===== src/ccs_defines.svh =====
// Register map, field positions, codes and timing for the CAN control block
`ifndef CCS_DEFINES_SVH
`define CCS_DEFINES_SVH

// Byte offsets on the Wishbone bus
`define CCS_ADDR_MODE       8'h00
`define CCS_ADDR_DCOUNT     8'h04
`define CCS_ADDR_VECTOR     8'h08
`define CCS_ADDR_FIFOCFG    8'h0C
`define CCS_ADDR_FIFOPTR    8'h10
`define CCS_ADDR_FLAGS      8'h14

// Mode control fields
`define CCS_MC_IDLE_STOP    13
`define CCS_MC_ABORT        12
`define CCS_MC_REQ          10:8
`define CCS_MC_CUR          7:5
`define CCS_MC_CAPTURE      3
`define CCS_MC_WINDOW       0

// Mode codes
`define CCS_MODE_NORMAL     3'h0
`define CCS_MODE_DISABLE    3'h1
`define CCS_MODE_LOOPBACK   3'h2
`define CCS_MODE_LISTEN     3'h3
`define CCS_MODE_CONFIG     3'h4
`define CCS_MODE_RSVD_A     3'h5
`define CCS_MODE_RSVD_B     3'h6
`define CCS_MODE_LISTEN_ALL 3'h7

// Other fields
`define CCS_VEC_HIT         12:8
`define CCS_VEC_CODE        6:0
`define CCS_FC_DMA          15:13
`define CCS_FC_START        4:0
`define CCS_FP_WRITE        13:8
`define CCS_FP_READ         5:0
`define CCS_IF_STATUS       13:8
`define CCS_IF_FLAGS        7:0
`define CCS_DCOUNT_MAX      5'h11
`define CCS_DMA_RSVD        3'h7

// Flag bit positions
`define CCS_F_INVALID       7
`define CCS_F_WAKE          6
`define CCS_F_ERROR         5
`define CCS_F_FIFO          3
`define CCS_F_OVERFLOW      2
`define CCS_F_RXBUF         1
`define CCS_F_TXBUF         0
`define CCS_FLAG_MASK       8'hEF

// Interrupt codes
`define CCS_IC_NONE         7'h40
`define CCS_IC_ERROR        7'h41
`define CCS_IC_WAKE         7'h42
`define CCS_IC_OVERFLOW     7'h43
`define CCS_IC_FIFO         7'h44

// Bus idle detection
`define CCS_IDLE_BITS       11
`define CCS_IDLE_CNT_W      4

`endif


===== src/ccs_pkg.sv =====
// State types for the CAN control and status block
package ccs_pkg;

	typedef struct packed {
		logic        sync1;
		logic        sync2;
		logic [3:0]  count;
		logic        idle;
	} ccs_idle_state_t;

	typedef struct packed {
		logic [6:0]  code;
	} ccs_irq_state_t;

	typedef struct packed {
		logic        idleStop;
		logic        abortAll;
		logic [2:0]  reqMode;
		logic [2:0]  curMode;
		logic        rxCapEn;
		logic        mapWin;
		logic [4:0]  dnCount;
		logic [4:0]  hitFilter;
		logic [2:0]  dma_buffer_count;
		logic [4:0]  fifoStart;
		logic [5:0]  wrPtr;
		logic [5:0]  rdPtr;
		logic [5:0]  statusPrev;
		logic [7:0]  flags;
		logic        ack;
		logic [31:0] datOut;
		logic        capture;
		logic        asmCopy;
	} ccs_main_state_t;

endpackage


===== src/ccs_idle_detect.sv =====
// Receive pin synchroniser and bus idle detector
`timescale 1ns/1ps
`default_nettype none
`include "ccs_defines.svh"

module ccs_idle_detect
#(
	parameter int IDLE_BITS = `CCS_IDLE_BITS
)
(
	input  wire logic clk_sys,
	input  wire logic rst_n,
	input  wire logic rxPin,
	input  wire logic bitTick,
	output logic      rxSync,
	output logic      busIdle
);
	import ccs_pkg::*;

	ccs_idle_state_t state;
	ccs_idle_state_t next_state;

	////////////////////////////////////////////////////////////////////////
	always_comb
	begin
		next_state = state;
		next_state.sync1 = rxPin;
		next_state.sync2 = state.sync1;
		// Count recessive bits, restart on any dominant bit
		if (bitTick)
		begin
			if (!state.sync2)
				next_state.count = '0;
			else if (state.count < IDLE_BITS[`CCS_IDLE_CNT_W-1:0])
				next_state.count = state.count + 4'h1;
		end
		next_state.idle = (state.count >= IDLE_BITS[`CCS_IDLE_CNT_W-1:0])
			&& state.sync2;
	end

	always_ff @(posedge clk_sys or negedge rst_n)
	begin
		if (!rst_n)
			state <= '{sync1: 1'b1, sync2: 1'b1, count: '0, idle: 1'b0};
		else
			state <= next_state;
	end

	assign rxSync = state.sync2;
	assign busIdle = state.idle;
endmodule
`default_nettype wire


===== src/ccs_irq_code.sv =====
// Interrupt code priority encoder
`timescale 1ns/1ps
`default_nettype none
`include "ccs_defines.svh"

module ccs_irq_code
(
	input  wire logic        clk_sys,
	input  wire logic        rst_n,
	input  wire logic [7:0]  flags,
	input  wire logic [15:0] bufferPending,
	output logic      [6:0]  interruptCode
);
	import ccs_pkg::*;

	ccs_irq_state_t state;
	ccs_irq_state_t next_state;

	// Lowest pending buffer number wins
	function automatic logic [6:0] lowestBuffer(input logic [15:0] pend);
		logic [6:0] code;
		code = `CCS_IC_NONE;
		for (int i = 15; i >= 0; i--)
			if (pend[i])
				code = 7'(i);
		return code;
	endfunction

	////////////////////////////////////////////////////////////////////////
	always_comb
	begin
		next_state = state;
		if (flags[`CCS_F_ERROR])
			next_state.code = `CCS_IC_ERROR;
		else if (flags[`CCS_F_OVERFLOW])
			next_state.code = `CCS_IC_OVERFLOW;
		else if (flags[`CCS_F_WAKE])
			next_state.code = `CCS_IC_WAKE;
		else if (flags[`CCS_F_FIFO])
			next_state.code = `CCS_IC_FIFO;
		else if (flags[`CCS_F_TXBUF] || flags[`CCS_F_RXBUF])
			next_state.code = lowestBuffer(bufferPending);
		else
			next_state.code = `CCS_IC_NONE;
	end

	always_ff @(posedge clk_sys or negedge rst_n)
	begin
		if (!rst_n)
			state <= '{code: `CCS_IC_NONE};
		else
			state <= next_state;
	end

	assign interruptCode = state.code;
endmodule
`default_nettype wire


===== src/ccs_top.sv =====
// CAN controller mode, FIFO and status control with a Wishbone slave
//
// Design decisions made here: the Wishbone interface to the registers and the register addresses.
`timescale 1ns/1ps
`default_nettype none
`include "ccs_defines.svh"

module ccs_top
#(
	parameter int IDLE_BITS = `CCS_IDLE_BITS
)
(
	input  wire logic        clk_sys,
	input  wire logic        rst_n,
	// Wishbone slave
	input  wire logic        wb_cyc_i,
	input  wire logic        wb_stb_i,
	input  wire logic        wb_we_i,
	input  wire logic [7:0]  wb_adr_i,
	input  wire logic [3:0]  wb_sel_i,
	input  wire logic [31:0] wb_dat_i,
	output logic      [31:0] wb_dat_o,
	output logic             wb_ack_o,
	// CAN pins
	input  wire logic        canRxPin,
	output logic             canTxPin,
	output logic             canTxOe_n,
	output logic             pinsReleased,
	// Protocol engine side
	input  wire logic        bitTick,
	input  wire logic        coreTx,
	output logic             coreRx,
	input  wire logic        protoError,
	input  wire logic        rxMsgDone,
	input  wire logic [3:0]  rxFilterHit,
	input  wire logic        allTxAborted,
	input  wire logic [4:0]  dataCompareIn,
	output logic             listenAll,
	output logic             asmCopy,
	output logic             abortAllTx,
	output logic             rxCapture,
	output logic             mapWindowSelect,
	output logic      [4:0]  dataCompareBits,
	output logic      [2:0]  currentMode,
	output logic      [5:0]  dmaBufferTotal,
	// Power
	input  wire logic        chipIdle,
	output logic             moduleHalt,
	// Error state and events
	input  wire logic        txBusOff,
	input  wire logic        txPassive,
	input  wire logic        rxPassive,
	input  wire logic        txWarning,
	input  wire logic        rxWarning,
	input  wire logic        invalidMsgEvt,
	input  wire logic        wakeEvt,
	input  wire logic        fifoAlmostFullEvt,
	input  wire logic        rxOverflowEvt,
	input  wire logic        rxBufferEvt,
	input  wire logic        txBufferEvt,
	input  wire logic [15:0] bufferPending,
	input  wire logic        fifoWrite,
	input  wire logic        fifoRead
);
	import ccs_pkg::*;

	ccs_main_state_t state;
	ccs_main_state_t next_state;

	logic        rxSync;
	logic        busIdle;
	logic [6:0]  interruptCode;
	logic [5:0]  statusNow;
	logic        busReq;
	logic        busWrite;
	logic [15:0] wmask;
	logic [15:0] wdata;
	logic [15:0] rdata;
	logic        txDriven;

	////////////////////////////////////////////////////////////////////////
	// Helpers

	// Byte enables to a 16-bit write mask
	function automatic logic [15:0] laneMask(input logic [3:0] sel);
		return {{8{sel[1]}}, {8{sel[0]}}};
	endfunction

	// Buffers held in DMA memory for a size code
	function automatic logic [5:0] dmaCount(input logic [2:0] code);
		case (code)
			3'h0:    return 6'h04;
			3'h1:    return 6'h06;
			3'h2:    return 6'h08;
			3'h3:    return 6'h0C;
			3'h4:    return 6'h10;
			3'h5:    return 6'h18;
			3'h6:    return 6'h20;
			default: return 6'h20;
		endcase
	endfunction

	// FIFO pointer step, wrapping back to the start buffer
	function automatic logic [5:0] nextPtr(input logic [5:0] ptr,
		input logic [4:0] start, input logic [2:0] code);
		logic [5:0] inc;
		inc = ptr + 6'h01;
		if (inc >= dmaCount(code))
			return {1'b0, start};
		return inc;
	endfunction

	// Codes that request a real mode
	function automatic logic validMode(input logic [2:0] code);
		return code != `CCS_MODE_RSVD_A && code != `CCS_MODE_RSVD_B;
	endfunction

	////////////////////////////////////////////////////////////////////////
	// Submodules

	ccs_idle_detect
	#(
		.IDLE_BITS (IDLE_BITS)
	)
	u_idle
	(
		.clk_sys (clk_sys),
		.rst_n   (rst_n),
		.rxPin   (canRxPin),
		.bitTick (bitTick),
		.rxSync  (rxSync),
		.busIdle (busIdle)
	);

	ccs_irq_code u_irq
	(
		.clk_sys       (clk_sys),
		.rst_n         (rst_n),
		.flags         (state.flags),
		.bufferPending (bufferPending),
		.interruptCode (interruptCode)
	);

	////////////////////////////////////////////////////////////////////////
	// Bus decode

	assign statusNow = {txBusOff, txPassive, rxPassive, txWarning, rxWarning,
		txWarning | rxWarning};
	assign busReq   = wb_cyc_i && wb_stb_i;
	assign busWrite = busReq && wb_we_i && state.ack;
	assign wmask    = laneMask(wb_sel_i);
	assign wdata    = wb_dat_i[15:0];

	always_comb
	begin
		rdata = 16'h0000;
		case (wb_adr_i)
			`CCS_ADDR_MODE:
			begin
				rdata[`CCS_MC_IDLE_STOP] = state.idleStop;
				rdata[`CCS_MC_ABORT]     = state.abortAll;
				rdata[`CCS_MC_REQ]       = state.reqMode;
				rdata[`CCS_MC_CUR]       = state.curMode;
				rdata[`CCS_MC_CAPTURE]   = state.rxCapEn;
				rdata[`CCS_MC_WINDOW]    = state.mapWin;
			end
			`CCS_ADDR_DCOUNT:
				rdata[4:0] = state.dnCount;
			`CCS_ADDR_VECTOR:
			begin
				rdata[`CCS_VEC_HIT]  = state.hitFilter;
				rdata[`CCS_VEC_CODE] = interruptCode;
			end
			`CCS_ADDR_FIFOCFG:
			begin
				rdata[`CCS_FC_DMA]   = state.dma_buffer_count;
				rdata[`CCS_FC_START] = state.fifoStart;
			end
			`CCS_ADDR_FIFOPTR:
			begin
				rdata[`CCS_FP_WRITE] = state.wrPtr;
				rdata[`CCS_FP_READ]  = state.rdPtr;
			end
			`CCS_ADDR_FLAGS:
			begin
				rdata[`CCS_IF_STATUS] = statusNow;
				rdata[`CCS_IF_FLAGS]  = state.flags;
			end
			default:
				rdata = 16'h0000;
		endcase
	end

	////////////////////////////////////////////////////////////////////////
	// Next state

	always_comb
	begin
		next_state = state;

		// Classic Wishbone: answer one cycle after the request, drop after
		next_state.ack = busReq && !state.ack;
		if (busReq && !state.ack)
			next_state.datOut = {16'h0000, rdata};

		// Mode control writes
		if (busWrite && wb_adr_i == `CCS_ADDR_MODE)
		begin
			if (wmask[`CCS_MC_IDLE_STOP])
				next_state.idleStop = wdata[`CCS_MC_IDLE_STOP];
			if (wmask[8] && validMode(wdata[`CCS_MC_REQ]))
				next_state.reqMode = wdata[`CCS_MC_REQ];
			if (wmask[`CCS_MC_CAPTURE])
				next_state.rxCapEn = wdata[`CCS_MC_CAPTURE];
			if (wmask[`CCS_MC_WINDOW])
				next_state.mapWin = wdata[`CCS_MC_WINDOW];
		end

		// Abort-all: done clears it, a fresh software set wins
		if (allTxAborted)
			next_state.abortAll = 1'b0;
		if (busWrite && wb_adr_i == `CCS_ADDR_MODE
			&& wmask[`CCS_MC_ABORT] && wdata[`CCS_MC_ABORT])
			next_state.abortAll = 1'b1;

		// Mode takes effect only on an idle bus
		if (busIdle && state.curMode != state.reqMode)
			next_state.curMode = state.reqMode;

		// Compare count from the filter side; invalid reads as none
		next_state.dnCount = dataCompareIn;
		if (dataCompareIn > `CCS_DCOUNT_MAX)
			next_state.dnCount = 5'h00;

		// FIFO configuration; reserved size code is refused
		if (busWrite && wb_adr_i == `CCS_ADDR_FIFOCFG)
		begin
			if (wmask[15] && wdata[`CCS_FC_DMA] != `CCS_DMA_RSVD)
				next_state.dma_buffer_count = wdata[`CCS_FC_DMA];
			if (wmask[0])
			begin
				next_state.fifoStart = wdata[`CCS_FC_START];
				next_state.wrPtr = {1'b0, wdata[`CCS_FC_START]};
				next_state.rdPtr = {1'b0, wdata[`CCS_FC_START]};
			end
		end
		else
		begin
			if (fifoWrite)
				next_state.wrPtr = nextPtr(state.wrPtr, state.fifoStart,
					state.dma_buffer_count);
			if (fifoRead)
				next_state.rdPtr = nextPtr(state.rdPtr, state.fifoStart,
					state.dma_buffer_count);
		end

		// Hit filter captured with each received message
		if (rxMsgDone)
			next_state.hitFilter = {1'b0, rxFilterHit};

		// Pulses toward the protocol engine and capture timer
		next_state.capture = rxMsgDone && state.rxCapEn;
		next_state.asmCopy = protoError
			&& state.curMode == `CCS_MODE_LISTEN_ALL;

		// Flags: software writes zero to clear, hardware set wins
		next_state.statusPrev = statusNow;
		if (busWrite && wb_adr_i == `CCS_ADDR_FLAGS)
			next_state.flags = state.flags
				& (wdata[7:0] | ~wmask[7:0]);
		if (state.curMode != `CCS_MODE_LISTEN_ALL)
		begin
			if (|(statusNow & ~state.statusPrev))
				next_state.flags[`CCS_F_ERROR] = 1'b1;
			if (invalidMsgEvt)
				next_state.flags[`CCS_F_INVALID] = 1'b1;
		end
		if (wakeEvt)
			next_state.flags[`CCS_F_WAKE] = 1'b1;
		if (fifoAlmostFullEvt)
			next_state.flags[`CCS_F_FIFO] = 1'b1;
		if (rxOverflowEvt)
			next_state.flags[`CCS_F_OVERFLOW] = 1'b1;
		if (rxBufferEvt)
			next_state.flags[`CCS_F_RXBUF] = 1'b1;
		if (txBufferEvt)
			next_state.flags[`CCS_F_TXBUF] = 1'b1;
		next_state.flags = next_state.flags & `CCS_FLAG_MASK;
	end

	////////////////////////////////////////////////////////////////////////
	// State register

	always_ff @(posedge clk_sys or negedge rst_n)
	begin
		if (!rst_n)
		begin
			state         <= '0;
			state.reqMode <= `CCS_MODE_CONFIG;
			state.curMode <= `CCS_MODE_CONFIG;
		end
		else
			state <= next_state;
	end

	////////////////////////////////////////////////////////////////////////
	// Outputs

	// Pins driven only in normal and configuration modes
	always_comb
	begin
		case (state.curMode)
			`CCS_MODE_NORMAL:   txDriven = 1'b1;
			`CCS_MODE_CONFIG:   txDriven = 1'b1;
			`CCS_MODE_LOOPBACK: txDriven = 1'b0;
			default:            txDriven = 1'b0;
		endcase
	end

	assign canTxPin     = txDriven ? coreTx : 1'b1;
	assign canTxOe_n    = !txDriven;
	assign pinsReleased = state.curMode == `CCS_MODE_LOOPBACK
		|| state.curMode == `CCS_MODE_DISABLE;
	assign coreRx = (state.curMode == `CCS_MODE_LOOPBACK)
		? coreTx : rxSync;

	assign listenAll       = state.curMode == `CCS_MODE_LISTEN_ALL;
	assign asmCopy         = state.asmCopy;
	assign abortAllTx      = state.abortAll;
	assign rxCapture       = state.capture;
	assign mapWindowSelect = state.mapWin;
	assign dataCompareBits = state.dnCount;
	assign currentMode     = state.curMode;
	assign dmaBufferTotal  = dmaCount(state.dma_buffer_count);
	assign moduleHalt      = state.idleStop && chipIdle;

	assign wb_dat_o = state.datOut;
	assign wb_ack_o = state.ack;
endmodule
`default_nettype wire


===== config.mk =====
export PLATFORM = sky130hd
export DESIGN_NAME = ccs_top
export DESIGN_NICKNAME = d
export VERILOG_FILES = /design/src/ccs_pkg.sv /design/src/ccs_idle_detect.sv /design/src/ccs_irq_code.sv /design/src/ccs_top.sv
export VERILOG_INCLUDE_DIRS = /design/src
export SDC_FILE = /design/constraint.sdc
export NUM_CORES = 1
export LEC_CHECK = 0
export ABC_AREA = 1
export BUFFER_PORTS_ARGS = -buffer_cell sky130_fd_sc_hd__buf_2
export CORE_MARGIN = 1.5
export CORE_UTILIZATION = 55
export CTS_CLUSTER_DIAMETER = 50
export DETAILED_ROUTE_END_ITERATION = 10
export HOLD_SLACK_MARGIN = 0.15
export PLACE_DENSITY = 0.88
export SLEW_MARGIN = 20
export SYNTH_ARGS = -nofsm -noshare
export SYNTH_HDL_FRONTEND = slang
export SYNTH_SLANG_ARGS = --single-unit
export TNS_END_PERCENT = 5

===== constraint.sdc =====
create_clock -name clk_sys -period 4.45 [get_ports clk_sys]
set_input_delay 0.6675 -clock clk_sys [delete_from_list [all_inputs] [get_ports clk_sys]]
set_output_delay 0.6675 -clock clk_sys [all_outputs]
set_load 0.03 [all_outputs]

==> flow_summary_export.csv <==
group,metric,value,unit
outcome,status,"complete, no violations",
yosys,synth_seq_cells,83,
clock_tree,post-cts-setup-buffers,0,
yosys,synth_seq_area_share,0.441,
clock_tree,cts_tree,"built",
worst_setup_path,critPathKind,"reg -> reg",
route,met3_length,842,µm
place,dp_slack,1.80,ns
route,drt_iter0_markers,371,
route,wl_met1,4.94,mm
yosys,synth_ff_type,"dfrtp_1",
sta,slew_viol_final,0,
place,gp_congestion,1.01,
floorplanning,rows,33,
power,ir_drop,0.221,mV
sta,setup_viol,0,
cells_and_area,drive_gt1_frac,0.223,
cells_and_area,n_fill_cell,710,
power,cellLeakagePower,2.92,nW
cells_and_area,fin_area,0.00539,mm²
clock_tree,ctsResizeCount,0,
yosys,synthTopCellsByArea,"dfrtp_1 41%, inv_1 7.7%, nand2_1 7.7%, buf_4 6.5%, nor2_1 4.8%",
sta,setup_slack,1.85,ns
global_routing,first_global_vias,4143,
route,ant_nets,0,
worst_setup_path,cpMostUsedCell,"nand3_1",
global_routing,grt_pass1_wl,19.0,mm
cells_and_area,area_delta_synth_final,14.1,%
floorplanning,core_area,0.00826,mm²
clock_tree,cts_hold_buf,0,
floorplanning,fp.dieH,95.7,µm
cells_and_area,n_antenna_cell,0,
sta,fin_setup_tns,0,ns
worst_setup_path,start_kind,"flip-flop",
worst_setup_path,crit_chain,"nand3_1 > nor3_1 > xor2_1 > inv_1 > ha_1 > a21oi_1 > o21a_1 > nand3_1 > nand2_1 > o211ai_1 > a22oi_1",
route,vias,4270,
place,post_dp_cell_area,0.00516,mm²
floorplanning,die_w,95.7,µm
place,dp.cells,774,
global_routing,grt_max_degree,84,
global_routing,overflow,0,
route,highest_layer,"met4",
route,drc,0,
worst_setup_path,worst_ep_arrival_time,2.89,ns
worst_setup_path,crit_path_end_kind,"flip-flop",
worst_setup_path,cp_max_fo,10,
sta,fin_crit_sh,0.585,
global_routing,antenna_found_initial,0,
place,io_buffers,114,
worst_hold_path,min_path_type,"in -> async",
sta,tightest_slew,0.785,ns
yosys,synth_top_cell_by_area,"dfrtp_1",
clock_tree,clk_latency,0.37,ns
clock_tree,cts_buffer_depth,2,
power,internal_power,1.47,mW
power,switchingPower,0.892,mW
cells_and_area,instances_no_fill,790,
power,comb_power_share,0.348,
floorplanning,die-area,0.00915,mm²
worst_setup_path,cp-startpoint,"state[55]",
sta,hold_viol,0,
worst_setup_path,timing.rr.end,"state[58]",
power,powerDensity,438,mW/mm²
power,netSwitchingFraction,0.378,
place,hpwl,8.83,mm
sta,fin_skew,0.0152,ns
yosys,netlist_instances,585,
sta,rsz0062_at_grt,"false",
worst_setup_path,ff2ff_path_depth,11,
clock_tree,path_clk_slew,0.10,ns
floorplanning,pin_count,151,
sta,max_freq,384,MHz
route,routed-wl-met2,5.47,mm
yosys,yosys-top-cells-count,"97 x inv_1, 97 x nand2_1, 78 x dfrtp_1",
yosys,ys_types,43,
cells_and_area,fin_nets,787,
worst_setup_path,critPathMaxStageDelay,0.47,ns
floorplanning,start_util,0.572,
clock_tree,cts-root-buf,"clkbuf_8",
worst_setup_path,timing.rr.start,"state[55]",
power,total_power,2.36,mW
sta,holdWs,0.323,ns
worst_setup_path,cp.required,4.74,ns
route,wl_per_cell,14.8,µm
sta,period_needed,2.60,ns
global_routing,grtUsageTotal,0.274,
power,pwr-share-seq,0.388,
clock_tree,cts_buffers,9,
yosys,netlist_area,0.00472,mm²
yosys,synth_warnings,0,
yosys,syn_area_per_cell,8.07,µm²
yosys,yosysTopAreaCellShare,0.413,
cells_and_area,final_util,0.653,
sta,relSlewSlack,0.476,
route,drtPass1Iterations,5,
worst_setup_path,slowest_stage,"dfrtp_1",
route,wl,11.7,mm
route,vias_per_cell,5.41,
job,drv_cap,0,
power,p_clk_frac,0.264,
worst_setup_path,regToRegSetupSlack,1.85,ns
yosys,synth_async_sr_flop_share,1.00,
worst_setup_path,endpoint,"state[58]",
yosys,synth_edf_count,0,
clock_tree,cts.sinks,83,
clock_tree,cts_htree_levels,3,
## logic make-up (layout without fill, tap and decap cells)
family | Yosys count | in the layout | share of synthesized area
flops | 83 | 83 | 0.441
xor+xnor | 8 | 8 | 0.0148
other cells | 1 | 17 | 0.000794
simple gates | 217 | 217 | 0.205
mux | 4 | 4 | 0.00954
compound gates | 111 | 111 | 0.143
buf+inv | 148 | 232 | 0.151
fa+ha+maj | 13 | 13 | 0.0344
## per-layer routing
layer / vias up / track usage
met4: 0 / 0.150
li1: 2048 / -
met5: - / 0
met2: 201 / 0.447
met3: 36 / 0.0335
met1: 1985 / 0.353
## flip-flops by register name, summed over array words and instances, names as in the netlist
name	flops
state	42
wb_dat_o	16
dataCompareBits	5
u_irq.interruptCode	5
u_idle.state	4
currentMode	3
abortAllTx	1
asmCopy	1
mapWindowSelect	1
rxCapture	1
u_idle.busIdle	1
u_idle.next_state	1
u_idle.rxSync	1
wb_ack_o	1
## worst min path at each step
stage	startpoint	end	slack [ns]
final	rst_n	state[70]	0.32
after global routing	u_idle.next_state[5]	u_idle.rxSync	0.37
after CTS	u_idle.next_state[5]	u_idle.rxSync	0.36
after detailed placement	u_idle.next_state[5]	u_idle.rxSync	0.35
after global placement	u_idle.next_state[5]	u_idle.rxSync	0.35
after floorplan	u_idle.next_state[5]	u_idle.rxSync	0.35
## power by group through the flow
stage                     clock [mW]  combinational, mW  sequential, mW
after global placement             0              0.759           0.916
after global routing           0.654              0.929           0.923
after CTS                      0.624              0.814           0.911
after detailed placement           0              0.795           0.925
final                          0.624              0.821           0.917
after floorplan                    0              0.622           0.903
## cells in the final DEF, fill, tap and decap left out, types with 4 or more instances in the layout
| cell | count |
|---|---|
| o211ai_1 | 8 |
| a22oi_1 | 6 |
| a221oi_1 | 5 |
| nand4_1 | 8 |
| ha_1 | 13 |
| nor2_1 | 61 |
| clkbuf_8 | 9 |
| xor2_1 | 8 |
| nor3_1 | 9 |
| dfstp_2 | 5 |
| o21ai_0 | 37 |
| a21oi_1 | 27 |
| a31oi_1 | 4 |
| inv_1 | 97 |
| conb_1 | 17 |
| nand3_1 | 24 |
| buf_2 | 113 |
| dfrtp_1 | 78 |
| nand2_1 | 97 |
| o22ai_1 | 8 |
## final cells by class
type | count | area (µm²) | share of cell area
clock buffer | 9 | 124 | 0.0230
timing repair buffer | 115 | 584 | 0.108
tap | 105 | 131 | 0.0244
clock inverter | 7 | 100 | 0.0186
inverter | 101 | 382 | 0.0708
sequential | 83 | 2080 | 0.386
multi-input combinational | 370 | 1990 | 0.368
## worst max-delay path, delay by kind of cell (launching register included)
| kind | cells | cell delay (ns) |
|---|---|---|
| flops | 1 | 0.47 |
| fa+ha+maj | 1 | 0.29 |
| buf+inv | 1 | 0.07 |
| compound gates | 4 | 0.57 |
| simple gates | 4 | 0.88 |
| xor+xnor | 1 | 0.24 |
Power figures use the tool's default switching activity.
